--- config.mk ---
export PLATFORM = sky130hd
export DESIGN_NAME = acw_config_write
export DESIGN_NICKNAME = d
export VERILOG_FILES = /design/src/acw_config_write.v /design/src/acw_sync2.v
export VERILOG_INCLUDE_DIRS = /design/src
export SDC_FILE = /design/constraint.sdc
export NUM_CORES = 1
export LEC_CHECK = 0
export ABC_AREA = 1
export BUFFER_PORTS_ARGS = -buffer_cell sky130_fd_sc_hd__buf_2
export CAP_MARGIN = 15
export CORE_MARGIN = 4
export CORE_UTILIZATION = 30
export CTS_CLUSTER_DIAMETER = 120
export DETAILED_ROUTE_END_ITERATION = 7
export PLACE_DENSITY = 0.49
export SLEW_MARGIN = 10
export SYNTH_ARGS = -nofsm -noshare
export SYNTH_HDL_FRONTEND = slang
export SYNTH_HIERARCHICAL = 1
export SYNTH_SLANG_ARGS = --single-unit
--- constraint.sdc ---
create_clock -name i_clk_sys -period 1.34 [get_ports i_clk_sys]
set_input_delay 0.268 -clock i_clk_sys [delete_from_list [all_inputs] [get_ports i_clk_sys]]
set_output_delay 0.268 -clock i_clk_sys [all_outputs]
set_load 0.01 [all_outputs]
--- src/acw_defines.vh ---
// Contract
// RULE_01 - master sends start, address, write bit
// RULE_02 - acknowledge own address with write bit
// RULE_03 - msb one to setup, zero to configuration
// RULE_04 - accept one or two bytes, any order
// RULE_05 - acknowledge every received data byte
// RULE_06 - master ends with stop or repeated start
// RULE_07 - stop in high-speed mode restores fast mode
// RULE_08 - setup bits 6..4 reference select, reset zero
// RULE_09 - setup bit 2 polarity, default unipolar
// RULE_10 - setup bit 1 zero resets configuration
// RULE_11 - setup bit 0 ignored
// RULE_12 - channel code bits 4..1, variant forced zeros
// RULE_13 - config bit 0 input mode, default single
// RULE_14 - single-ended codes 0..11 select input, rest reserved
// RULE_15 - middle reference bit excludes shared pin; the code does so in single-ended mode only
// RULE_16 - setup bit 3 conversion clock, default internal
// RULE_17 - single-ended always converts unipolar
// RULE_18 - differential codes select pairs, lsb polarity
// RULE_19 - config bits 6..5 scan select, default zero
// RULE_20 - registers hold until overwritten or reset
`ifndef ACW_DEFINES_VH
`define ACW_DEFINES_VH
`define ACW_REG_BIT 7
`define ACW_SEL_HI 6
`define ACW_SEL_LO 4
`define ACW_SEL_MID 5
`define ACW_CLK_BIT 3
`define ACW_POL_BIT 2
`define ACW_RST_BIT 1
`define ACW_SCAN_HI 6
`define ACW_SCAN_LO 5
`define ACW_CS_HI 4
`define ACW_CS_LO 1
`define ACW_SGL_BIT 0
`define ACW_SETUP_RESET 8'h80
`define ACW_CONFIG_RESET 8'h01
`define ACW_HS_CODE 5'h01
`define ACW_CODE_LIMIT 4'hb
`endif

--- src/acw_config_write.v ---
`timescale 1ns/100ps
`default_nettype none
`include "acw_defines.vh"
module acw_config_write #(
    parameter [6:0] DEV_ADDR = 7'h2a, // arbitrary value
    parameter [1:0] CHAN_VARIANT = 2'd2 // 0: four, 1: eight, 2: twelve inputs
) (
    input wire i_clk_sys,
    input wire i_rstn,
    input wire i_scl,
    input wire i_sda,
    output reg o_sda_out,
    output reg o_sda_oen_n,
    output reg [2:0] o_ref_sel,
    output reg o_clk_external,
    output reg o_bipolar,
    output reg [1:0] o_sweep_sel,
    output reg [3:0] o_chan_code,
    output reg o_single_ended,
    output reg [11:0] o_pos_input,
    output reg [11:0] o_neg_input,
    output reg o_neg_is_gnd,
    output reg o_code_reserved,
    output reg o_pin_excluded,
    output reg [3:0] o_scan_limit,
    output reg o_hs_mode
);
    // ****************************************
    // pin sampling and condition detection
    // ****************************************
    wire [1:0] pins_sync;
    acw_sync2 #(.WIDTH(2)) u_sync (
        .i_clk_sys(i_clk_sys),
        .i_rstn(i_rstn),
        .i_async({i_scl, i_sda}),
        .o_sync(pins_sync)
    );
    wire scl = pins_sync[1];
    wire sda = pins_sync[0];
    reg scl_d_reg;
    reg sda_d_reg;
    always @(posedge i_clk_sys or negedge i_rstn) begin
        if (!i_rstn) begin
            scl_d_reg <= 1'b1;
            sda_d_reg <= 1'b1;
        end else begin
            scl_d_reg <= scl;
            sda_d_reg <= sda;
        end
    end
    wire scl_rise = scl & ~scl_d_reg;
    wire scl_fall = ~scl & scl_d_reg;
    wire start_cond = scl & scl_d_reg & sda_d_reg & ~sda;
    wire stop_cond = scl & scl_d_reg & ~sda_d_reg & sda;

    // ****************************************
    // byte receiver state machine
    // ****************************************
    localparam ST_IDLE = 3'd0;
    localparam ST_ADDR = 3'd1;
    localparam ST_AACK = 3'd2;
    localparam ST_DATA = 3'd3;
    localparam ST_DACK = 3'd4;
    localparam ST_HNAK = 3'd5;

    reg [2:0] state_reg;
    reg [3:0] bit_cnt_reg;
    reg [7:0] shift_reg;
    reg ack_hold_reg;
    reg [7:0] setup_byte_reg;
    reg [7:0] configuration_byte_reg;
    wire [7:0] byte_next = {shift_reg[6:0], sda};

    always @(posedge i_clk_sys or negedge i_rstn) begin
        if (!i_rstn) begin
            state_reg <= ST_IDLE;
            bit_cnt_reg <= 4'h0;
            shift_reg <= 8'h00;
            ack_hold_reg <= 1'b0;
            o_sda_out <= 1'b1;
            o_sda_oen_n <= 1'b1;
            o_hs_mode <= 1'b0;
            setup_byte_reg <= `ACW_SETUP_RESET;
            configuration_byte_reg <= `ACW_CONFIG_RESET;
        end else if (stop_cond) begin
            state_reg <= ST_IDLE;
            o_sda_oen_n <= 1'b1;
            ack_hold_reg <= 1'b0;
            o_hs_mode <= 1'b0; // RULE_07
        end else if (start_cond) begin
            // repeated start keeps the bus mode
            state_reg <= ST_ADDR; // RULE_06
            bit_cnt_reg <= 4'h0;
            o_sda_oen_n <= 1'b1;
            ack_hold_reg <= 1'b0;
        end else begin
            case (state_reg)
                ST_IDLE: begin
                    o_sda_oen_n <= 1'b1;
                end
                ST_ADDR, ST_DATA: begin
                    if (scl_rise) begin
                        shift_reg <= byte_next;
                        bit_cnt_reg <= bit_cnt_reg + 4'h1;
                        if (bit_cnt_reg == 4'h7) begin
                            bit_cnt_reg <= 4'h0;
                            if (state_reg == ST_ADDR) begin
                                if (byte_next[7:3] == `ACW_HS_CODE) begin
                                    state_reg <= ST_HNAK;
                                end else if (byte_next[7:1] == DEV_ADDR && !byte_next[0]) begin
                                    state_reg <= ST_AACK; // RULE_01
                                end else begin
                                    state_reg <= ST_IDLE;
                                end
                            end else begin
                                state_reg <= ST_DACK;
                                if (byte_next[`ACW_REG_BIT]) begin // RULE_03
                                    setup_byte_reg <= byte_next; // RULE_04
                                    if (!byte_next[`ACW_RST_BIT]) begin
                                        configuration_byte_reg <= `ACW_CONFIG_RESET; // RULE_10
                                    end
                                end else begin
                                    configuration_byte_reg <= byte_next; // RULE_20
                                end
                            end
                        end
                    end
                end
                ST_AACK, ST_DACK: begin
                    // drive low after the eighth falling edge, release after the ninth
                    if (scl_fall) begin
                        if (!ack_hold_reg) begin
                            ack_hold_reg <= 1'b1;
                            o_sda_out <= 1'b0;
                            o_sda_oen_n <= 1'b0; // RULE_02 RULE_05
                        end else begin
                            ack_hold_reg <= 1'b0;
                            o_sda_oen_n <= 1'b1;
                            o_sda_out <= 1'b1;
                            state_reg <= ST_DATA;
                        end
                    end
                end
                ST_HNAK: begin
                    // not-acknowledge: leave sda released through the ninth clock
                    if (scl_fall) begin
                        if (!ack_hold_reg) begin
                            ack_hold_reg <= 1'b1;
                        end else begin
                            ack_hold_reg <= 1'b0;
                            o_hs_mode <= 1'b1;
                            state_reg <= ST_IDLE;
                        end
                    end
                end
                default: begin
                    state_reg <= ST_IDLE;
                end
            endcase
        end
    end

    // ****************************************
    // field decode
    // ****************************************
    wire [3:0] cs_raw = configuration_byte_reg[`ACW_CS_HI:`ACW_CS_LO];
    reg [3:0] cs_eff;
    always @* begin
        cs_eff = cs_raw;
        if (CHAN_VARIANT == 2'd0) begin
            cs_eff = {2'b00, cs_raw[1:0]}; // RULE_12
        end else if (CHAN_VARIANT == 2'd1) begin
            cs_eff = {1'b0, cs_raw[2:0]}; // RULE_12
        end
    end
    wire sgl = configuration_byte_reg[`ACW_SGL_BIT];
    wire sel_mid = setup_byte_reg[`ACW_SEL_MID];
    wire shared_pin = (CHAN_VARIANT != 2'd1);
    wire [3:0] top_code = (CHAN_VARIANT == 2'd0) ? 4'h3 :
                          (CHAN_VARIANT == 2'd1) ? 4'h7 : `ACW_CODE_LIMIT;
    wire reserved = (cs_eff > `ACW_CODE_LIMIT); // RULE_14 RULE_18
    wire excluded = sgl & sel_mid & shared_pin & (cs_eff == top_code); // RULE_15
    wire [3:0] pair_base = {cs_eff[3:1], 1'b0};
    wire [11:0] one_hot = 12'h001 << cs_eff;
    wire [11:0] even_hot = 12'h001 << pair_base;
    wire [11:0] odd_hot = 12'h002 << pair_base;

    always @(posedge i_clk_sys or negedge i_rstn) begin
        if (!i_rstn) begin
            o_ref_sel <= 3'h0;
            o_clk_external <= 1'b0;
            o_bipolar <= 1'b0;
            o_sweep_sel <= 2'h0;
            o_chan_code <= 4'h0;
            o_single_ended <= 1'b1;
            o_pos_input <= 12'h001;
            o_neg_input <= 12'h000;
            o_neg_is_gnd <= 1'b1;
            o_code_reserved <= 1'b0;
            o_pin_excluded <= 1'b0;
            o_scan_limit <= 4'h0;
        end else begin
            o_ref_sel <= setup_byte_reg[`ACW_SEL_HI:`ACW_SEL_LO]; // RULE_08
            o_clk_external <= setup_byte_reg[`ACW_CLK_BIT]; // RULE_16
            // bit 0 of the setup byte is never looked at
            o_bipolar <= setup_byte_reg[`ACW_POL_BIT] & ~sgl; // RULE_09 RULE_17 RULE_11
            o_sweep_sel <= configuration_byte_reg[`ACW_SCAN_HI:`ACW_SCAN_LO]; // RULE_19
            o_chan_code <= cs_eff;
            o_single_ended <= sgl; // RULE_13
            o_code_reserved <= reserved;
            o_pin_excluded <= excluded;
            o_neg_is_gnd <= sgl;
            o_scan_limit <= excluded ? cs_eff - 4'h1 : cs_eff; // RULE_15
            if (reserved || excluded) begin
                o_pos_input <= 12'h000;
                o_neg_input <= 12'h000;
            end else if (sgl) begin
                o_pos_input <= one_hot; // RULE_14
                o_neg_input <= 12'h000;
            end else begin
                o_pos_input <= cs_eff[0] ? odd_hot : even_hot; // RULE_18
                o_neg_input <= cs_eff[0] ? even_hot : odd_hot;
            end
        end
    end
endmodule
`default_nettype wire

--- src/acw_sync2.v ---
`timescale 1ns/100ps
`default_nettype none
module acw_sync2 #(
    parameter WIDTH = 2
) (
    input wire i_clk_sys,
    input wire i_rstn,
    input wire [WIDTH-1:0] i_async,
    output reg [WIDTH-1:0] o_sync
);
    reg [WIDTH-1:0] meta_reg;
    // first stage is read only by the second stage
    always @(posedge i_clk_sys or negedge i_rstn) begin
        if (!i_rstn) begin
            meta_reg <= {WIDTH{1'b1}};
            o_sync <= {WIDTH{1'b1}};
        end else begin
            meta_reg <= i_async;
            o_sync <= meta_reg;
        end
    end
endmodule
`default_nettype wire

# Yosys cells after proc, flatten, opt, wreduce, memory -nomap -nowiden
# Index checks and enable logic that the tools add are counted.
op_classes:
  reduce_logical: 24
  muxes: 40
  eq_ne: 18
  n_lt_le_gt_ge: 1
  addsub: 2
  shift: 3
  bitwise_logic: 18
op_table:
  columns: ["op", "n"]
  rows:
  - ["$mux 12", 6]
  - ["$mux 3", 10]
  - ["$ne 4x4->1 const B", 6]
  - ["$shl 1x4->12 const A", 2]
  - ["$reduce_and 7->1", 3]
  - ["$mux 4", 5]
  - ["$mux 1", 14]
  - ["$mux 7", 2]
  - ["$pmux 3 s4", 1]
  - ["$reduce_and 4->1", 3]
  - ["$shl 2x4->12 const A", 1]
  - ["$and 1x1->1", 10]
  - ["$reduce_bool 2->1", 5]
  - ["$not 1->1", 8]
  - ["$eq 7x6->1 const B", 1]
  - ["$eq 3x2->1 const B", 2]
  - ["$eq 3x3->1 const B", 2]
  - ["$reduce_bool 3->1", 2]
  - ["$eq 5x1->1 const B", 1]
  - ["$add 4x1->4 const B", 1]
  - ["$eq 4x3->1 const B", 1]
  - ["$eq 4x4->1 const B", 1]
  - ["$gt 4x4->1 const B", 1]
  - ["$reduce_and 2->1", 2]
  - ["other kinds (15)", 16]
word_totals:
  output_inout_bits: 46
  word_cells: 130
  register_bits: 80

# Longest topological paths before layout
# Gate-level depths: netlist of run 1.
logic_depth:
  word_depth: 10
  depth_mapped: 9

# By module
# The synthesis of run 1 kept the hierarchy.
modules_own_cells:
  columns: ["mod", "area_per_inst_um2", "cells_per_inst", "n_inst"]
  rows:
  - ["acw_config_write", 3036.7, 307, 1]
  - ["acw_sync2", 105.1, 4, 1]

# Worst setup path before layout of run 1
# Ideal clock, no wire load.
synth_path:
  kind: "flip-flop to flip-flop"
  start: "register configuration_byte_reg[0]"
  end: "register o_pos_input[10]"
  required_ns: 1.220
  path_stages_with_launch: 8
  setup_slack_ns: -0.029
  t_arrival_ns: 1.249
  cell_sequence: "dfstp_2 > buf_4 > nand2_1 > inv_1 > nand2_1 > nor2_4 > inv_2 > a31o_2"
synth_between:
  elab_chain_cells: 4
synth_lines:
  columns: ["element", "line", "rtl"]
  rows:
  - ["start, declared", "acw_config_write.v:71", "reg [7:0] configuration_byte_reg;"]
  - ["start signal, assigned", "acw_config_write.v:84", "configuration_byte_reg <= `ACW_CONFIG_RESET;"]
  - ["start signal, assigned", "acw_config_write.v:120", "configuration_byte_reg <= `ACW_CONFIG_RESET;"]
  - ["start signal, assigned", "acw_config_write.v:123", "configuration_byte_reg <= byte_next;"]
  - ["$and 1x1->1 (2 in series)", "acw_config_write.v:182", "wire excluded = sgl & sel_mid & shared_pin & (cs_eff == top_code);"]
  - ["via excluded", "acw_config_write.v:182", null]
  - ["$logic_or 1x1->1", "acw_config_write.v:214", "if (reserved || excluded) begin"]
  - ["$mux 12", "acw_config_write.v:214", null]
  - ["end signal, assigned", "acw_config_write.v:218", "o_pos_input <= one_hot;"]
  - ["end signal, assigned", "acw_config_write.v:221", "o_pos_input <= cs_eff[0] ? odd_hot : even_hot;"]
  - ["end, declared", "acw_config_write.v:20", "output reg [11:0] o_pos_input,"]
# The timed path passes the listed nets, and every way through them passes these cells.
# A chain may end at the register's enable or synchronous reset.

# Final worst setup path of run 1
layout_path:
  start: "register u_sync.o_sync[1]"
  end: "register state_reg[0]"
layout_between:
  elab_chain_cells: 5
layout_lines:
  columns: ["element", "line", "rtl"]
  rows:
  - ["start, declared", "acw_sync2.v:9", "output reg [WIDTH-1:0] o_sync"]
  - ["start signal, assigned", "acw_sync2.v:16", "o_sync <= {WIDTH{1'b1}};"]
  - ["start signal, assigned", "acw_sync2.v:19", "o_sync <= meta_reg;"]
  - ["$and 1x1->1", "acw_config_write.v:53, acw_config_write.v:54", null]
  - ["$and 1x1->1, on equally long branches (2 in series)", "acw_config_write.v:53, acw_config_write.v:54", null]
  - ["$ne 4x4->1 (no line) (tied with other cells)", null, null]
  - ["$reduce_and 7->1 (no line) or $mux 3 (tied branches)", null, null]
  - ["end signal, assigned", "acw_config_write.v:76", "state_reg <= ST_IDLE;"]
  - ["end signal, assigned", "acw_config_write.v:86", "state_reg <= ST_IDLE;"]
  - ["end signal, assigned", "acw_config_write.v:92", "state_reg <= ST_ADDR;"]
  - ["end, declared", "acw_config_write.v:66", "reg [2:0] state_reg;"]
# Several ways; a longest one is shown, not always the timed one.

==> out/results.ini, run 1 <==
[outcome]
outcome=finished, violations left
violations=negative setup slack

[yosys]
synth_cell_types=31
async_flop_share=1.00
synth_most_common_cell=dfrtp_1
yosys-top-cells-count=67 x dfrtp_1, 60 x nand2_1, 36 x nor2_1
synth_top_area_share=0.534
synth_area_per_cell_um2=10.1
synth-main-ff-cell=dfrtp_1
synth_area_leader_cell=dfrtp_1
ys_ff_latch=78
synth.area.top_cells=dfrtp_1 53%, dfstp_2 9.2%, nand2_1 7.2%
muxShareOfSynthArea=0
synth_nets=321
synth_edf_count=0
synth_fa_ha_area_frac=0.0239
yosysWarnings=6
synth_top_family_by_area=simple AND/OR/NAND/NOR gates
synth_xor_area_frac=0.00279
syn_inst=311
yosysSeqAreaShare=0.626
synth_compound_area_frac=0.0900
synthSimpleGateAreaFrac=0.199
syn_area_um2=3140

[power_and_ir_drop]
leakagePower_uw=0.00219
power.density_nw_per_um2=1100
ir_worst_vdd_uv=615

[setup_path]
startpoint_type=register
cp_max_fo=5
crit_path_end_kind=register
critPathKind=register to register
cp.required_ns=1.63
critical_path_arrival_ns=1.69

[routing]
via_count=2386
drtPass1Iterations=5
wl_per_cell_um=12.7
ant_nets=0
vias_per_cell=4.35
post-route-drc-count=0
drtIter0Drc=75
wl_mm=6.95

[timing]
max_slew_margin=0.750
maxSlewViolCount=0
max_freq_mhz=713
period_share=1.05
final.min_clock_period_ns=1.40
hold_viol_final=0
finalSetupViolCount=7
finClkSkew_ns=0.0119
rsz0062_at_grt=true
worst_slack_ns=-0.0629
worst_pin_slew_ns=0.375

[global_routing]
antenna_found_initial=0
gr-total-overflow=0
grt_max_degree=29
track_usage=0.124
grt_first_pass_wirelength_mm=11.5
grt_pass1_vias=2418

[finish]
drive_gt1_frac=0.407
multiInputGateArea_um2=1090
reg_top3=o_neg_input (12), o_pos_input (12)
final_nets=418
num_antenna_cells=0
n_fill_cell=1060
area_growth_pct=33.6
regArea_um2=1970
final_util=0.408
final_cells=549

[placed_design]
place_congestion=0.770
dpl.hpwl_mm=5.11
io_buffers=49
place_inst=517

[floorplan]
rows=37
dieArea_um2=12200
core_area_um2=10300
die_y_um=110
io_pins=50
die_w_um=110
start_util=0.306

[clock_tree]
clock_sinks=78
cts_tree=built
cts_max_path_buffers=2
htree_levels=3
insertion_delay_ns=0.35
ctsRootBufferMaster=clkbuf_8
cts_buffers=9
clkTransAtPathRegs_ns=0.08

[worst_hold_path]
hold_class=register to register

[flow_run]
max_cap_violations=0

## cell type report
class                   count  share of cell area
flip-flops and latches     78               0.469
well taps                 136              0.0405
multi-input cells         188               0.260
inverters                  40              0.0370
clock buffers              10              0.0304
clock inverters             6              0.0224
repair buffers             91               0.141
## per-stage QoR
step	setup TNS (ns)	total power [uW]	worst slack, ns	hold slack (ns)	cell area (um2)
floorplan	0	2550	0.00192	-0.0276	3150
global placement	-0.191	2670	-0.0476	0.220	3740
detailed placement	-0.377	2670	-0.0711	0.223	3740
CTS	-0.0143	4660	-0.00960	0.358	4040
global route	-1.95	4830	-0.164	0.364	4200
finish	-0.257	4600	-0.0629	0.357	4200
## per-layer routing
metal / share of wire / global-route usage
met3: 0.059 / 0.0419
met2: 0.50 / 0.212
met5: 0 / 0
met1: 0.43 / 0.145
met4: 0.011 / 0.0431
## critical path, cell delays in order (launching register included)
cell,delay [ns]
dfstp_2,0.58
buf_6,0.11
nand4_1,0.15
buf_4,0.19
nand2_2,0.05
nor2_1,0.04
nor2_1,0.10
nand2_1,0.06
nand2_1,0.05
## where the power goes
group / internal [uW] / total (uW) / switching (uW)
sequential: 2390 / 2420 / 22.8
clock: 1070 / 1940 / 876
combinational: 99.9 / 242 / 142
total: 3560 / 4600 / 1040
## repair_timing
item | 4_1_cts | 5_1_grt
endpoints found under the hold margin | 14 | 0
setup buffers | 5 | 9
setup endpoints to repair | 13 | 30
cloned | 0 | 0
resized for setup | 3 | 45
pin swaps | 1 | 7
hold buffers | 3 | 0
## layout by cell type (no fill, tap or decap), types with 3 or more instances in the layout
| cell type | n |
|---|---|
| inv_1 | 27 |
| dfstp_2 | 11 |
| nand4_1 | 4 |
| inv_2 | 12 |
| buf_2 | 48 |
| nand2_1 | 53 |
| o22ai_1 | 4 |
| dfrtp_1 | 65 |
| o21ai_0 | 14 |
| clkbuf_8 | 9 |
| nand2_2 | 8 |
| nor2_1 | 31 |
| nand3_1 | 14 |
| dlygate4sd3_1 | 3 |
| o21ai_1 | 14 |
| inv_6 | 3 |
| buf_4 | 37 |
| nor2_4 | 5 |
| nand2_4 | 3 |
| nor3_1 | 3 |
| nor2_2 | 5 |
| nand3_2 | 5 |
| o32ai_1 | 3 |
| ha_1 | 3 |
| o32ai_2 | 3 |
## final timing paths
check | start | endpoint | slack (ns) | cells after the start
min in group asynchronous | i_rstn | o_sweep_sel[1] | 0.37 | 2
max in group asynchronous | i_rstn | setup_byte_reg[2] | 0.47 | 3
setup reg to reg | u_sync/o_sync[1] | state_reg[0] | -0.06 | 8
setup / recovery | u_sync/o_sync[1] | state_reg[0] | -0.06 | 8
hold / removal | u_sync/meta_reg[0] | u_sync/o_sync[0] | 0.36 | 0
hold reg to reg | u_sync/meta_reg[0] | u_sync/o_sync[0] | 0.36 | 0
## cells by family (layout without fill, tap and decap cells)
group	Yosys count	in the layout
xor gates and xnor gates	1	1
DFF	78	78
and+or+nand+nor	134	134
buffers and inverters	45	147
AOI/OAI and AO/OA	47	47
adders and majority gates	6	6
Note: power is estimated with default switching activity, not from simulation.
==> run 2, diff against run 1 <==
Settings changed: PLACE_DENSITY 0.49 to not set.
==> run 2 against run 1 <==
Against the previous run:
- the flow still finishes with violations (negative setup slack)
- core utilization shrank 1.0 points
- power fell by 4.9%
- combinational power decreased by 17%
- fmax is 4.1% higher
- non-clock buffer count down 9
- sequential power about the same
- clock power is 9.8% lower
- worst setup slack improved by 0.056 ns
- worst hold slack got worse by 0.024 ns
- count of clock-buffer cells in the layout is the same
==> out/results.ini, run 2 (same netlist as run 1, synthesis figures left out) <==
[timing]
rsz0062_at_grt=true
worst_slack_ns=-0.00730  ; +0.0556 ns
max_slew_margin=0.786  ; +0.0359
final.min_clock_period_ns=1.35  ; -0.0556 ns
finalSetupViolCount=1  ; -6
maxSlewViolCount=0  ; unchanged
whs_ns=0.333  ; -0.0239 ns
finClkSkew_ns=0.00869  ; -0.00321 ns
hold_viol_final=0  ; unchanged
max_freq_mhz=742  ; +4.1%
worst_pin_slew_ns=0.317  ; -0.0581 ns
period_share=1.01  ; -0.0415

[finish]
reg_top3=o_neg_input (12), o_pos_input (12)
n_fill_cell=1013  ; -4.4%
multiInputGateArea_um2=1050  ; -3.7%
final_util=0.398  ; -0.00998
drive_gt1_frac=0.374  ; -0.0330
num_antenna_cells=0  ; unchanged
area_growth_pct=30.3
final_cell_mix=65 x dfrtp_1, 54 x nand2_1, 46 x buf_2, 33 x nor2_1, 29 x inv_1
final_common_cell=dfrtp_1
regArea_um2=1970  ; unchanged
final_nets=409  ; -2.2%
fin_area_um2=4100  ; -2.4%

[routing]
via_count=2370  ; -0.67%
ant_nets=0  ; unchanged
wl_per_cell_um=12.1  ; -4.1%
wl_mm=6.55  ; -5.7%
vias_per_cell=4.39  ; +0.98%
drtPass1Iterations=4  ; -1
post-route-drc-count=0  ; unchanged
drtIter0Drc=90  ; +20%

[global_routing]
met3_usage=0.0419  ; unchanged
gr-total-overflow=0  ; unchanged
track_usage=0.114  ; -0.00973
grt_max_degree=31  ; +6.9%
grt_first_pass_wirelength_mm=10.7  ; -6.7%
antenna_found_initial=0  ; unchanged
met1_usage=0.143  ; -0.00175
globalRoute.busiestLayer=met2
use_met2=0.185  ; -0.0264
grt_pass1_vias=2306  ; -4.6%

[floorplan]
die_y_um=110  ; unchanged
start_util=0.306  ; unchanged
dieArea_um2=12200  ; unchanged
die_w_um=110  ; unchanged
core_area_um2=10300  ; unchanged
io_pins=50  ; unchanged
rows=37  ; unchanged

[placed_design]
place_congestion=0.833  ; +8.1%
preCtsSetupSlack_ns=-0.0745  ; -0.00340 ns
dpl.hpwl_mm=4.86  ; -4.7%
place_area_um2=3730  ; -0.27%
io_buffers=49  ; unchanged

[setup_path]
max_stage_delay_ns=0.58  ; about the same
cp.required_ns=1.63  ; about the same
crit_top_cell=nand2_4
r2r_slack_ns=-0.007  ; +0.06 ns
cp_cell_sequence=nand2_2 > inv_2 > nand2_4 > clkinv_4 > nand2_4 > nor2_8 > nor2_1 > a21oi_2
reg2reg_depth=8  ; unchanged
critical_path_arrival_ns=1.64  ; -0.05 ns
timing.rr.end=configuration_byte_reg[2]
r2r_start=u_sync/o_sync[1]
cpMaxStageDelayCell=dfstp_2
startpoint_type=register
critPathTopFamily=flip-flops
crit_path_end_kind=register
cp_num_cells=8  ; unchanged
path_buf_inv=2  ; unchanged
cp_max_fo=8  ; +3
critPathKind=register to register

[clock_tree]
cts_max_path_buffers=2  ; unchanged
cts_tree=built
htree_levels=3  ; unchanged
cts_buffers=9  ; unchanged
insertion_delay_ns=0.35  ; about the same
ctsRootBufferMaster=clkbuf_8
clkTransAtPathRegs_ns=0.08  ; about the same
clock_sinks=78  ; unchanged

[power_and_ir_drop]
clkPwrFrac=0.399  ; -0.023
leakagePower_uw=0.00213  ; -2.8%
power.density_nw_per_um2=1070  ; -2.5%
ir_worst_vdd_uv=560  ; -9.0%
p_int_uw=3350  ; -5.9%
power_frac_seq=0.555  ; +0.030
fin_total_pwr_uw=4380  ; -4.9%
switching_share=0.235  ; +0.00854
netSwitchingPower_uw=1030  ; -1.3%
pwr-share-comb=0.046  ; -0.007

[worst_hold_path]
hold_class=input port to async pin

[flow_run]
max_cap_violations=0  ; unchanged

[outcome]
outcome=finished, violations left
violations=negative setup slack

[run 2: cell count changes in the layout (fill, tap and decap cells not counted), sizes merged]
cell,before,now
clkinvlp,1,3
bufinv,2,1
buf,88,79
inv,42,41
[run 2: worst max path at each step]
stage	startpoint	endpoint	slack [ns]
CTS	sda_d_reg	state_reg[1]	-0.002
detailed placement	bit_cnt_reg[0]	setup_byte_reg[2]	-0.07
global placement	bit_cnt_reg[0]	setup_byte_reg[5]	0.007
finish	u_sync/o_sync[1]	configuration_byte_reg[2]	-0.007
floorplan	configuration_byte_reg[0]	o_pos_input[10]	0.002
global route	u_sync/o_sync[1]	configuration_byte_reg[1]	-0.11
[run 2: area by class of cell]
class | instances | area share
flip-flops and latches | 78 | 0.481
clock inverters | 6 | 0.0171
clock buffers | 10 | 0.0312
well taps | 136 | 0.0416
inverters | 40 | 0.0379
multi-input cells | 188 | 0.257
repair buffers | 82 | 0.135
[run 2: layer usage]
metal	wire length [um]	part of all wire
met5	0	0
met4	70	0.011
met3	408	0.062
met2	3150	0.48
met1	2930	0.45
[run 2: worst register-to-register path, stage by stage (launching register included)]
cell,delay [ns]
dfstp_2,0.58
nand2_2,0.08
inv_2,0.08
nand2_4,0.08
clkinv_4,0.07
nand2_4,0.06
nor2_8,0.17
nor2_1,0.07
a21oi_2,0.10
[run 2: through the flow]
step                      instances  TNS (ns)
final                           540  -0.00730
after global routing            540     -1.75
after CTS                       536  -0.00196
after detailed placement        514    -0.404
after global placement          514         0
after floorplan                 311         0
[run 2: power groups by stage]
stage | clock network [uW] | registers (uW) | logic, uW
after global routing | 1930 | 2430 | 234
after CTS | 1810 | 2420 | 194
after floorplan | 0 | 2460 | 84.0
after global placement | 0 | 2470 | 179
final | 1750 | 2430 | 201
after detailed placement | 0 | 2470 | 181
[run 2: repair_timing]
| item | in CTS | in global routing |
|---|---|---|
| gates resized for setup | 3 | 38 |
| pin swaps | 1 | 15 |
| endpoints found under the hold margin | 12 | 0 |
| hold buffers | 3 | 0 |
| buffers inserted | 3 | 4 |
| setup endpoints to repair | 11 | 34 |
==> run 3, diff against run 2 <==
Settings changed: CELL_PAD_IN_SITES_DETAIL_PLACEMENT set to 1, CELL_PAD_IN_SITES_GLOBAL_PLACEMENT set to 2, PLACE_DENSITY set to 0.69, TNS_END_PERCENT set to 5.
==> run 3 against run 2 <==
Against the previous run:
- the run still ends with negative setup slack left
- via count grew 1.6%
- critical path depth did not move
- core utilization up 0.47 points
- highest routed layer unchanged
==> out/results.ini, run 3 (same netlist as run 1, synthesis figures left out) <==
[setup_path]
startpoint_type=register
max_stage_delay_ns=0.58  ; about the same
crit_top_cell=nand2_4
cpMaxStageDelayCell=dfstp_2
critPathKind=register to register
critPathTopFamily=flip-flops
path_buf_inv=2  ; unchanged
crit_path_end_kind=register
cp_cell_sequence=nand2_2 > inv_2 > nand2_4 > inv_6 > nand2_4 > nor2_8 > nor2_1 > a21oi_2
cp_max_fo=8  ; unchanged
critical_path_arrival_ns=1.67  ; +0.03 ns
cp.required_ns=1.61  ; -0.02 ns

[timing]
max_slew_margin=0.796  ; +0.0106
max_freq_mhz=716  ; -3.5%
final.min_clock_period_ns=1.40  ; +0.0492 ns
period_share=1.04  ; +0.0367
rsz0062_at_grt=true
whs_ns=0.343  ; +0.00995 ns
maxSlewViolCount=0  ; unchanged
worst_slack_ns=-0.0565  ; -0.0492 ns
finalSetupViolCount=10  ; +9
hold_viol_final=0  ; unchanged
worst_pin_slew_ns=0.303  ; -0.0137 ns
finClkSkew_ns=0.00736  ; -0.00133 ns

[global_routing]
track_usage=0.139  ; +0.0255
gr-total-overflow=0  ; unchanged
grt_pass1_vias=2608  ; +13%
grt_first_pass_wirelength_mm=12.9  ; +20%
antenna_found_initial=0  ; unchanged
grt_max_degree=29  ; -6.5%

[floorplan]
die_y_um=110  ; unchanged
rows=37  ; unchanged
core_area_um2=10300  ; unchanged
die_w_um=110  ; unchanged
dieArea_um2=12200  ; unchanged
io_pins=50  ; unchanged
start_util=0.306  ; unchanged

[finish]
num_antenna_cells=0  ; unchanged
regArea_um2=1970  ; unchanged
area_growth_pct=31.9
final_cell_mix=65 x dfrtp_1, 52 x nand2_1, 48 x buf_2, 30 x nor2_1, 30 x buf_4
n_fill_cell=1221  ; +21%
final_nets=411  ; +0.49%
reg_top3=o_neg_input (12), o_pos_input (12)
final_util=0.403  ; +0.00475
drive_gt1_frac=0.389  ; +0.0154
final_common_cell=dfrtp_1
multiInputGateArea_um2=1090  ; +3.8%

[placed_design]
preCtsSetupSlack_ns=-0.167  ; -0.0922 ns
dpl.hpwl_mm=5.77  ; +19%
io_buffers=49  ; unchanged
place_congestion=0.779  ; -6.5%

[routing]
post-route-drc-count=0  ; unchanged
wl_per_cell_um=14.1  ; +17%
via_count=2408  ; +1.6%
wl_mm=7.66  ; +17%
ant_nets=0  ; unchanged
drtIter0Drc=61  ; -32%
vias_per_cell=4.44  ; +1.2%
drtPass1Iterations=4  ; unchanged

[power_and_ir_drop]
fin_total_pwr_uw=4390  ; +0.39%
pwr-share-comb=0.051  ; +0.005
leakagePower_uw=0.00215  ; +1.2%
netSwitchingPower_uw=1040  ; +0.90%
power.density_nw_per_um2=1060  ; -0.79%
ir_worst_vdd_uv=554  ; -1.0%
clkPwrFrac=0.397  ; -0.002
power_frac_seq=0.553  ; -0.002
switching_share=0.236  ; +0.00121
p_int_uw=3360  ; +0.23%

[outcome]
violations=negative setup slack
outcome=finished, violations left

[worst_hold_path]
hold_class=input port to async pin

[clock_tree]
cts_tree=built
clock_sinks=78  ; unchanged
htree_levels=3  ; unchanged
insertion_delay_ns=0.35  ; about the same
clkTransAtPathRegs_ns=0.08  ; about the same
ctsRootBufferMaster=clkbuf_8
cts_buffers=9  ; unchanged
cts_max_path_buffers=2  ; unchanged

[flow_run]
max_cap_violations=0  ; unchanged

run 3: cell count changes in the layout (fill, tap and decap cells not counted), moves of 2 or more:
cell and delta:
buf_2 +2, buf_4 +4, buf_6 -5, clkinv_4 +3
clkinvlp_4 -2, inv_2 -2, nand2_1 -2, nand3_1 -2
nand3_4 +2, nor2_1 -3, nor2_2 +3
run 3: power by group through the flow:
stage                     registers (uW)  logic, uW  clock network (uW)
after global placement              2470        189                   0
after floorplan                     2460       84.0                   0
after CTS                           2430        228                1840
after detailed placement            2470        195                   0
after global routing                2430        255                1930
final                               2430        222                1740
run 3: per-stage QoR:
step	TNS, ns	cells	area (um2)
after floorplan	0	311	3150
after global placement	-0.712	517	3770
after detailed placement	-1.33	517	3770
after CTS	-0.503	541	4100
after global routing	-2.70	542	4140
final	-0.217	542	4140
run 3: what timing repair did:
action,in CTS,in global routing
setup buffers,5,1
resized for setup,23,21
hold buffers,3,0
pin swaps,11,8
gates cloned,0,0
endpoints found under the setup margin,21,42
hold endpoints to repair,18,0
run 3: layout make-up:
cell class | instances | share of cell area
Timing Repair Buffer | 84 | 0.134
Tap cell | 136 | 0.0411
Inverter | 40 | 0.0380
Sequential cell | 78 | 0.475
Clock buffer | 10 | 0.0308
Clock inverter | 6 | 0.0175
Multi-Input combinational cell | 188 | 0.264
run 3: path summary, 6_finish.rpt:
path                                          from                         to  slack [ns]  depth (start not counted)
max in group asynchronous                   i_rstn         u_sync/meta_reg[0]        0.43                          3
worst min register to register  u_sync/meta_reg[0]           u_sync/o_sync[0]        0.36                          0
worst min-delay path                        i_rstn             o_sweep_sel[0]        0.34                          2
worst max register to register    u_sync/o_sync[1]  configuration_byte_reg[2]       -0.06                          8
min in group i_clk_sys          u_sync/meta_reg[0]           u_sync/o_sync[0]        0.36                          0
worst max-delay path              u_sync/o_sync[1]  configuration_byte_reg[2]       -0.06                          8
run 3: worst register-to-register path, cell delays in order, from the launching register on:
cell	delay, ns
dfstp_2	0.58
nand2_2	0.08
inv_2	0.10
nand2_4	0.07
inv_6	0.08
nand2_4	0.06
nor2_8	0.17
nor2_1	0.07
a21oi_2	0.11
run 3: per-layer routing:
metal | vias to the layer above | routed length (um) | track usage
met3 | 9 | 356 | 0.0414
met4 | 0 | 79 | 0.0369
li1 | 1185 | - | -
met5 | - | 0 | 0
met1 | 1169 | 3230 | 0.161
met2 | 45 | 4000 | 0.251
